===== config.mk =====
export PLATFORM = sky130hd
export DESIGN_NAME = tws_shifter
export DESIGN_NICKNAME = d
export VERILOG_FILES = /design/src/core/tws_pkg.sv /design/src/core/tws_shifter.sv
export SDC_FILE = /design/constraint.sdc
export NUM_CORES = 1
export LEC_CHECK = 0
export BUFFER_PORTS_ARGS = -buffer_cell sky130_fd_sc_hd__buf_2
export CORE_MARGIN = 2
export CORE_UTILIZATION = 50
export DETAILED_ROUTE_END_ITERATION = 10
export PLACE_DENSITY = 0.8
export RECOVER_POWER = 100
export SLEW_MARGIN = 40
export SYNTH_ARGS = -nofsm -noshare
export SYNTH_HDL_FRONTEND = slang
export SYNTH_SLANG_ARGS = --single-unit

===== constraint.sdc =====
create_clock -name mclk -period 1.8 [get_ports mclk]
set_input_delay 0.18 -clock mclk [delete_from_list [all_inputs] [get_ports mclk]]
set_output_delay 0.18 -clock mclk [all_outputs]
set_load 0.02 [all_outputs]

===== src/core/tws_pkg.sv =====
package tws_pkg;

    localparam int TWS_ADDR_W = 3;
    localparam int TWS_DATA_W = 8;
    localparam int TWS_XFER_BITS = 8;

    // Register byte offsets.
    localparam logic [2:0] TWS_MODE_OFS = 3'h0;
    localparam logic [2:0] TWS_CSEL_OFS = 3'h1;
    localparam logic [2:0] TWS_TXB_OFS = 3'h2;
    localparam logic [2:0] TWS_SR_OFS = 3'h3;
    localparam logic [2:0] TWS_STAT_OFS = 3'h4;
    localparam logic [2:0] TWS_MASK_OFS = 3'h5;
    localparam logic [2:0] TWS_PORT_OFS = 3'h6;

    // Mode register fields.
    localparam int TWS_MODE_EN_BIT = 7;
    localparam int TWS_MODE_TRMD_BIT = 6;
    localparam int TWS_MODE_DIR_BIT = 4;
    localparam int TWS_MODE_BUSY_BIT = 0;

    // Clock selection register fields.
    localparam int TWS_CSEL_CKP_BIT = 4;
    localparam int TWS_CSEL_DAP_BIT = 3;
    localparam int TWS_CSEL_CKS_LSB = 0;
    localparam logic [2:0] TWS_CKS_SLAVE = 3'h7;

    // Interrupt status and mask fields.
    localparam int TWS_IRQ_DONE_BIT = 0;

    // Port control fields.
    localparam int TWS_PORT_DIR_BIT = 1;
    localparam int TWS_PORT_LAT_BIT = 0;

    // Reset values.
    localparam logic [7:0] TWS_REG_RST = 8'h00;
    localparam logic TWS_PORT_DIR_RST = 1'b1;
    localparam logic TWS_PORT_LAT_RST = 1'b0;
    localparam logic TWS_SCK_IDLE_RST = 1'b1;

    typedef enum logic [1:0]
    {
        TWS_IDLE = 2'b01,
        TWS_RUN = 2'b10
    } tws_st_t;

    typedef struct packed
    {
        logic wr;
        logic rd;
        logic [2:0] addr;
        logic [7:0] wdata;
    } tws_bus_req_t;

    typedef struct packed
    {
        logic en;
        logic trmd;
        logic dir;
        logic ckp;
        logic dap;
        logic [2:0] cks;
        logic [7:0] txb;
        logic [7:0] sr;
        logic out_latch;
        logic loaded;
        logic [3:0] cnt;
        tws_st_t st;
        logic stat;
        logic mask;
        logic pdir;
        logic plat;
        logic sck_s1;
        logic sck_s2;
        logic si_s1;
        logic si_s2;
        logic prev;
        logic int_sck;
        logic [2:0] div;
        logic [7:0] rdata;
        logic so_pin;
        logic so_oe;
        logic sck_out;
        logic sck_oe;
        logic irq;
    } tws_state_t;

endpackage


===== src/core/tws_shifter.sv =====
module tws_shifter #(
    parameter int XFER_BITS = tws_pkg::TWS_XFER_BITS
) (
    input wire logic mclk,
    input wire logic rst,
    input wire tws_pkg::tws_bus_req_t bus_req,
    output logic [7:0] bus_rdata,
    input wire logic serial_clk_pin_in,
    output logic serial_clk_pin_out,
    output logic serial_clk_pin_oe,
    input wire logic serial_in_pin,
    output logic serial_out_pin_out,
    output logic serial_out_pin_oe,
    output logic xfer_done_irq
);

    initial
    begin
        if (XFER_BITS < 1 || XFER_BITS > 8)
        begin
            $error("XFER_BITS must lie between 1 and 8.");
        end
    end

    localparam logic [3:0] LAST_CNT = 4'(XFER_BITS);

    tws_pkg::tws_state_t q;
    tws_pkg::tws_state_t n;

    logic master;
    logic lvl;
    logic rise;
    logic fall;
    logic drive_e;
    logic samp_e;
    logic out_e;
    logic in_e;
    logic start;
    logic idle;
    logic so_val;
    logic [7:0] base;

    always_comb
    begin
        n = q;
        start = 1'b0;
        base = 8'h00;
        so_val = 1'b0;
        n.rdata = 8'h00;
        idle = (q.st == tws_pkg::TWS_IDLE);
        // Slave operation takes the clock from the pin.
        master = (q.cks != tws_pkg::TWS_CKS_SLAVE);
        // The first synchroniser stage feeds only the second.
        n.sck_s1 = serial_clk_pin_in;
        n.sck_s2 = q.sck_s1;
        n.si_s1 = serial_in_pin;
        n.si_s2 = q.si_s1;
        lvl = master ? q.int_sck : q.sck_s2;
        n.prev = lvl;
        rise = ~q.prev & lvl;
        fall = q.prev & ~lvl;
        drive_e = q.ckp ? rise : fall;
        samp_e = q.ckp ? fall : rise;
        out_e = q.dap ? samp_e : drive_e;
        in_e = q.dap ? drive_e : samp_e;

        if (bus_req.wr)
        begin
            if (bus_req.addr == tws_pkg::TWS_MODE_OFS)
            begin
                n.en = bus_req.wdata[tws_pkg::TWS_MODE_EN_BIT];
                n.trmd = bus_req.wdata[tws_pkg::TWS_MODE_TRMD_BIT];
                n.dir = bus_req.wdata[tws_pkg::TWS_MODE_DIR_BIT];
            end
            else if (bus_req.addr == tws_pkg::TWS_CSEL_OFS)
            begin
                n.ckp = bus_req.wdata[tws_pkg::TWS_CSEL_CKP_BIT];
                n.dap = bus_req.wdata[tws_pkg::TWS_CSEL_DAP_BIT];
                n.cks = bus_req.wdata[tws_pkg::TWS_CSEL_CKS_LSB +: 3];
            end
            else if (bus_req.addr == tws_pkg::TWS_TXB_OFS)
            begin
                n.txb = bus_req.wdata;
                start = q.en & q.trmd & idle;
            end
            else if (bus_req.addr == tws_pkg::TWS_STAT_OFS)
            begin
                if (bus_req.wdata[tws_pkg::TWS_IRQ_DONE_BIT])
                begin
                    n.stat = 1'b0;
                end
            end
            else if (bus_req.addr == tws_pkg::TWS_MASK_OFS)
            begin
                n.mask = bus_req.wdata[tws_pkg::TWS_IRQ_DONE_BIT];
            end
            else if (bus_req.addr == tws_pkg::TWS_PORT_OFS)
            begin
                n.pdir = bus_req.wdata[tws_pkg::TWS_PORT_DIR_BIT];
                n.plat = bus_req.wdata[tws_pkg::TWS_PORT_LAT_BIT];
            end
        end

        if (bus_req.rd)
        begin
            if (bus_req.addr == tws_pkg::TWS_MODE_OFS)
            begin
                n.rdata = {q.en, q.trmd, 1'b0, q.dir, 3'h0, ~idle};
            end
            else if (bus_req.addr == tws_pkg::TWS_CSEL_OFS)
            begin
                n.rdata = {3'h0, q.ckp, q.dap, q.cks};
            end
            else if (bus_req.addr == tws_pkg::TWS_TXB_OFS)
            begin
                n.rdata = q.txb;
            end
            else if (bus_req.addr == tws_pkg::TWS_SR_OFS)
            begin
                n.rdata = q.sr;
                start = q.en & ~q.trmd & idle;
            end
            else if (bus_req.addr == tws_pkg::TWS_STAT_OFS)
            begin
                n.rdata = {7'h00, q.stat};
            end
            else if (bus_req.addr == tws_pkg::TWS_MASK_OFS)
            begin
                n.rdata = {7'h00, q.mask};
            end
            else if (bus_req.addr == tws_pkg::TWS_PORT_OFS)
            begin
                n.rdata = {6'h00, q.pdir, q.plat};
            end
        end

        case (q.st)
            tws_pkg::TWS_IDLE:
            begin
                n.int_sck = ~q.ckp;
                n.div = 3'h0;
                if (start)
                begin
                    n.st = tws_pkg::TWS_RUN;
                    n.cnt = 4'h0;
                    n.loaded = 1'b0;
                    if (q.dap)
                    begin
                        // First bit leaves the buffer with the strobe.
                        n.out_latch = q.dir ? n.txb[0] : n.txb[7];
                    end
                end
            end
            tws_pkg::TWS_RUN:
            begin
                if (q.div == q.cks)
                begin
                    n.div = 3'h0;
                    n.int_sck = ~q.int_sck;
                end
                else
                begin
                    n.div = q.div + 3'h1;
                end
                if (out_e)
                begin
                    if (!q.loaded)
                    begin
                        n.out_latch = q.dir ? q.txb[0] : q.txb[7];
                    end
                    else
                    begin
                        n.out_latch = q.dir ? q.sr[0] : q.sr[7];
                    end
                end
                if (in_e)
                begin
                    // Buffer loads into the shift register on the first input edge.
                    base = q.loaded ? q.sr : q.txb;
                    if (q.dir)
                    begin
                        n.sr = {q.si_s2, base[7:1]};
                    end
                    else
                    begin
                        n.sr = {base[6:0], q.si_s2};
                    end
                    n.loaded = 1'b1;
                    n.cnt = q.cnt + 4'h1;
                    if (q.cnt + 4'h1 == LAST_CNT)
                    begin
                        // Output latch is left alone, so the last bit stays.
                        n.st = tws_pkg::TWS_IDLE;
                        n.stat = 1'b1;
                        n.int_sck = ~q.ckp;
                    end
                end
            end
            default:
            begin
                n.st = tws_pkg::TWS_IDLE;
            end
        endcase

        if (!n.en)
        begin
            n.st = tws_pkg::TWS_IDLE;
            n.sr = 8'h00;
            n.out_latch = 1'b0;
            n.loaded = 1'b0;
            n.cnt = 4'h0;
            n.div = 3'h0;
            n.int_sck = ~n.ckp;
        end

        if (n.en)
        begin
            so_val = n.trmd & n.out_latch;
        end
        else if (!n.trmd)
        begin
            so_val = 1'b0;
        end
        else if (!n.dap)
        begin
            so_val = n.out_latch;
        end
        else
        begin
            so_val = n.dir ? n.txb[0] : n.txb[7];
        end
        // Output follows the new mode bits in the same update.
        n.so_pin = so_val | n.plat;
        n.so_oe = ~n.pdir;
        n.sck_out = n.int_sck;
        n.sck_oe = n.en & (n.cks != tws_pkg::TWS_CKS_SLAVE);
        n.irq = n.stat & n.mask;
    end

    always_ff @(posedge mclk or posedge rst)
    begin
        if (rst)
        begin
            q <= '0;
            q.st <= tws_pkg::TWS_IDLE;
            q.txb <= tws_pkg::TWS_REG_RST;
            q.sr <= tws_pkg::TWS_REG_RST;
            q.rdata <= tws_pkg::TWS_REG_RST;
            q.pdir <= tws_pkg::TWS_PORT_DIR_RST;
            q.plat <= tws_pkg::TWS_PORT_LAT_RST;
            q.int_sck <= tws_pkg::TWS_SCK_IDLE_RST;
            q.sck_out <= tws_pkg::TWS_SCK_IDLE_RST;
        end
        else
        begin
            q <= n;
        end
    end

    assign bus_rdata = q.rdata;
    assign serial_clk_pin_out = q.sck_out;
    assign serial_clk_pin_oe = q.sck_oe;
    assign serial_out_pin_out = q.so_pin;
    assign serial_out_pin_oe = q.so_oe;
    assign xfer_done_irq = q.irq;

endmodule


# --- Word level (Yosys, flattened, before mapping) ---
# Cells that the tools add are included.
# W data, S select, Z words.
classes:
  addsub: 2
  eq_ne: 18
  mux: 65
  n_bitwise: 20
  reduce_logical: 5
ops:
  columns: ["op", "n"]
  rows:
  - ["$mux W8", 13]
  - ["$mux W16", 2]
  - ["$mux W1", 31]
  - ["$mux W4", 5]
  - ["$ne A3 B3 Y1 const B", 5]
  - ["$mux W13", 1]
  - ["$mux W3", 4]
  - ["$pmux W6 S2", 1]
  - ["$mux W2", 5]
  - ["$not A1 Y1", 10]
  - ["$and A1 B1 Y1", 9]
  - ["$eq A3 B3 Y1 const B", 3]
  - ["$pmux W4 S2", 1]
  - ["$eq A3 B2 Y1 const B", 2]
  - ["$reduce_and A3 Y1", 2]
  - ["$mux W5", 1]
  - ["$add A4 B1 Y4 const B", 1]
  - ["$eq A4 B4 Y1 const B", 1]
  - ["$ne A2 B1 Y1 const B", 2]
  - ["$pmux W2 S2", 1]
  - ["$reduce_and A4 Y1", 1]
  - ["$add A3 B1 Y3 const B", 1]
  - ["$eq A3 B1 Y1 const B", 1]
  - ["$eq A3 B3 Y1", 1]
  - ["other kinds (6)", 6]
word_totals:
  ff_bits: 57
  in_bits: 17
  output_inout_bits: 13
  elab_cells: 139

# --- Logic depth before layout (Yosys ltp) ---
logic_depth:
  word_depth: 18
  ltp_mapped: 8
  ltp_nobuf: 7

# --- Worst setup path before layout ---
# OpenSTA, ideal clock, no wires.
synth_timing:
  path_type: "input port to flip-flop"
  start: "input bus_req[8] in the netlist's numbering"
  end: "register q[28] in the netlist's numbering"
  setup_ns: 0.125
  arrival_ns: 1.711
  required_ns: 1.675
  path_slack_ns: -0.036
  cell_stages: 6
  n_path_buf: 1
  path_cell_list: "buf_2 > nor4b_4 > mux2i_2 > nor2_1 > and3_1 > mux2_2"
synth_between:
  elab_chain_len: 12
  word_cells_on_any_way: 20
synth_rtl:
  columns: ["element", "line_no", "rtl"]
  rows:
  - ["start, declared", "tws_shifter.sv:6", "input wire tws_pkg::tws_bus_req_t bus_req,"]
  - ["$eq A3 B2 Y1", "tws_shifter.sv:81, tws_shifter.sv:114", null]
  - ["$mux W1", "tws_shifter.sv:81", "else if (bus_req.addr == tws_pkg::TWS_TXB_OFS)"]
  - ["$mux W1", "tws_shifter.sv:75", "else if (bus_req.addr == tws_pkg::TWS_CSEL_OFS)"]
  - ["$mux W1", "tws_shifter.sv:69", "if (bus_req.addr == tws_pkg::TWS_MODE_OFS)"]
  - ["$mux W1", "tws_shifter.sv:67", "if (bus_req.wr)"]
  - ["$mux W1", "tws_shifter.sv:118", "else if (bus_req.addr == tws_pkg::TWS_SR_OFS)"]
  - ["$mux W1", "tws_shifter.sv:114", "else if (bus_req.addr == tws_pkg::TWS_TXB_OFS)"]
  - ["$mux W1", "tws_shifter.sv:110", "else if (bus_req.addr == tws_pkg::TWS_CSEL_OFS)"]
  - ["$mux W1", "tws_shifter.sv:106", "if (bus_req.addr == tws_pkg::TWS_MODE_OFS)"]
  - ["$mux W1", "tws_shifter.sv:104", "if (bus_req.rd)"]
  - ["$ne A3 B3 Y1 (no line)", null, null]
  - ["$reduce_and A3 Y1 (no line)", null, null]
  - ["end signal, assigned", "tws_shifter.sv:256", "q <= n;"]
  - ["end, declared", "tws_shifter.sv:27", "tws_pkg::tws_state_t q;"]
# Parallel ways exist; a longest one is shown, timed or not.
# A chain may end at the register's enable or synchronous reset.

# --- Worst setup path after layout ---
layout_timing:
  start: "register q[52] in the netlist's numbering"
  end: "register q[38] in the netlist's numbering"
layout_between:
  elab_chain_len: 8
  word_cells_on_any_way: 10
layout_rtl:
  columns: ["element", "line_no", "rtl"]
  rows:
  - ["$ne A3 B3 Y1 *", "tws_shifter.sv:52", "master = (q.cks != tws_pkg::TWS_CKS_SLAVE);"]
  - ["$mux W1 *", "tws_shifter.sv:58", "lvl = master ? q.int_sck : q.sck_s2;"]
  - ["via lvl", "tws_shifter.sv:31", "logic lvl;"]
  - ["$not A1 Y1", "tws_shifter.sv:61", "fall = q.prev & ~lvl;"]
  - ["$and A1 B1 Y1", "tws_shifter.sv:61", null]
  - ["$mux W1 (on tied branches)", "tws_shifter.sv:63, tws_shifter.sv:62", null]
  - ["$mux W1 *", "tws_shifter.sv:65", "in_e = q.dap ? drive_e : samp_e;"]
  - ["$ne A2 B1 Y1 (no line) *", null, null]
  - ["$reduce_and A2 Y1 (no line) *", null, null]
# The timed path passes the listed nets; every way through them passes the cells marked *.

==> impl_metrics.yaml <==
outcome:
  status: "complete, no violations"
route:
  via_per_inst: 5.759
  wl_per_cell_um: 17.94
  drt_iter0_drc: 210
  drt_first_pass_iters: 4
  wl_mm: 7.590
  ant_nets: 0
  drc_errors: 0
  routed-via-count: 2436
worst_setup_path:
  r2r_cells: 6
  rrSetupSlack_ps: 50
  worstReg2RegEnd: "q[38]$_DFFE_PP0P_"
  critical_path_class: "reg2reg"
  cp.arrival_ps: 2030
  critPathCapture: "q[38]$_DFFE_PP0P_"
  crit-reg2reg-launch: "q[52]$_DFF_PP0_"
  worst_ep_required_time_ps: 2080
  start_kind: "flip-flop"
  worst-path-max-fanout: 6
  critical_path.startpoint: "q[52]$_DFF_PP0_"
  critPathCaptureType: "flip-flop"
pwr:
  power_density_mw_per_mm2: 986.7
  peakVddDrop_v: 0.0005888
  switching_share_pct: 31.94
  comb_power_share_pct: 29.7
  finalPower_mw: 3.710
  netSwitchingPower_mw: 1.185
  pwr-share-clk_pct: 28.2
  power.leakage_nw: 1.694
  p_int_mw: 2.525
  pwr-share-seq_pct: 42.1
global_route:
  grt_start_max_net_pins: 58
  grt_pass1_wl_mm: 12.48
  grt_overflow_total: 0
  grt_pass1_vias: 2522
  antenna_found_initial: 0
  track_usage_pct: 23.38
final_layout:
  num-nets-final: 365
  layout-drive-gt1-share_pct: 30.17
  syn_to_final_growth_pct: 19.91
  final_core_util_pct: 62.76
  final_common_cell: "dfrtp_1"
  antenna_cells: 0
  layout_common_cells: "dfrtp_1, nor2_1, buf_4"
placed_design:
  post-dp-hpwl_mm: 5.470
  gp_congestion: 0.9335
  io_buffers: 29
  pre_cts_slack_ps: -80.28
timing:
  worst_pin_slew_ps: 772.7
  max_freq_mhz: 571.1
  setup-violations-final: 0
  final-hold-violation-count: 0
  period_minus_slack_ps: 1751
  setup_ws_ps: 48.99
  slew-limit-headroom_pct: 48.49
  fin_crit_sh_pct: 97.28
  skew_ps: 8.927
  rsz0062_at_grt: "false"
  drv_slew: 0
run:
  cap_violations: 0
cts:
  ctsHtreeMaxLevel: 3
  cts.path.max_buffers: 2
  cts_tree: "built"
  clk_latency_ps: 340
  numCtsBuffers: 9
  clk_pin_slew_ps: 60
  cts-root-buf: "clkbuf_8"
  cts_sinks: 57
yosys:
  synth_nets: 309
  synth_area_leaders: "dfrtp_1, mux2_2, mux2i_1, nor2_1, dfstp_2"
  seq_area_frac_synth_pct: 45.61
  syn_area_mm2: 0.003136
  syn-instance-count: 288
  yosys.area.top_type_share_pct: 43.10
  synth_edf_count: 0
  ys_types: 53
  synth_ff_type: "dfrtp_1"
  yosysWarnings: 0
  syn_avg_cell_area_um2: 10.89
  synth-seq-cells: 57
  yosysTopAreaCell: "dfrtp_1"
  synthArstFlopShare_pct: 100.0
floorplan:
  dieWidth_um: 83.19
  die_h_um: 83.19
  coreArea_mm2: 0.005991
  dieArea_mm2: 0.006921
  initial_core_util_pct: 52.34
  pin_count: 30
  num_rows: 28
worst_hold_path:
  holdPathStages: 2
  min_path_type: "in2reg"
==> state kept, by name, summed over array words and instances (netlist names) <==
| register | count |
|---|---|
| bus_rdata | 8 |
| n | 2 |
| q | 42 |
| serial_clk_pin_oe | 1 |
| serial_clk_pin_out | 1 |
| serial_out_pin_oe | 1 |
| serial_out_pin_out | 1 |
| xfer_done_irq | 1 |
==> critical path: stages, from the launching register on <==
cell     delay (ps)
dfrtp_1         390
nand3_2          90
mux2_4          330
mux2i_4         340
buf_2           240
mux2i_1         180
and2_1          130
==> through the flow <==
stage               cell area (µm²)  hold slack [ps]  TNS [ps]  instances
floorplan                      3144            211.4         0        288
global placement               3528            257.1         0        403
detailed placement             3528            261.1    -416.0        403
CTS                            3737            71.07         0        421
global route                   3760            85.73         0        423
finish                         3760            83.78         0        423
==> power by group through the flow <==
| stage | clock network [mW] | registers, mW | logic [mW] |
|---|---|---|---|
| after floorplan | 0 | 1.59 | 0.647 |
| after global placement | 0 | 1.56 | 1.02 |
| after detailed placement | 0 | 1.57 | 1.04 |
| after CTS | 1.07 | 1.55 | 1.07 |
| after global routing | 1.14 | 1.58 | 1.20 |
| final | 1.05 | 1.56 | 1.10 |
==> cell usage after synthesis, types with 5 or more instances <==
master / number
inv_1: 9
clkbuf_1: 8
xnor2_1: 7
buf_4: 8
a21oi_1: 10
dfrtp_1: 54
nor2_1: 25
nand2_1: 16
mux2_2: 27
and3_1: 5
o21ai_0: 5
mux2i_1: 22
nand3_1: 7
==> worst min path at each step <==
stage                  start                end  slack [ps]
6_report          bus_req[5]  q[47]$_DFFE_PP0P_          80
3_3_place_gp             rst  q[31]$_DFFE_PP0P_         260
5_1_grt           bus_req[5]  q[47]$_DFFE_PP0P_          90
2_1_floorplan  serial_in_pin    n[18]$_DFF_PP0_         210
3_5_place_dp             rst  q[29]$_DFFE_PP0P_         260
4_1_cts           bus_req[5]  q[47]$_DFFE_PP0P_          70
==> routing by layer <==
layer / vias to the layer above / part of all wire (%) / GRT usage [%]
li1: 1135 / - / -
met1: 1201 / 43 / 30.18
met2: 87 / 48 / 36.14
met3: 13 / 6.7 / 6.859
met4: 0 / 2.2 / 11.18
met5: - / 0 / 0
==> logic make-up (layout without fill, tap and decap cells) <==
group	count (synthesis)	count (layout)	synth area share, %
AOI/OAI and AO/OA	45	45	10.26
xor gates and xnor gates	8	8	2.235
adders and majority gates	4	4	1.596
buffers and inverters	33	93	5.467
DFF	57	57	45.61
muxes	54	54	19.75
and+or+nand+nor	87	87	15.08
==> final cells by class <==
cell class	count	area [µm²]
Tap cell	75	93.84
Clock buffer	15	166.4
Sequential cell	57	1433
Inverter	10	42.54
Fill cell	473	2231
Multi-Input combinational cell	198	1612
Timing Repair Buffer	68	412.9
==> what timing repair did <==
item | 4_1_cts | 5_1_grt
endpoints found under the setup margin | 10 | 13
pin swaps | 0 | 1
endpoints found under the hold margin | 56 | 0
setup buffers | 0 | 1
gates cloned | 0 | 1
hold buffers | 3 | 0
gates resized for setup | 2 | 14
Power figures use the tool's default switching activity.
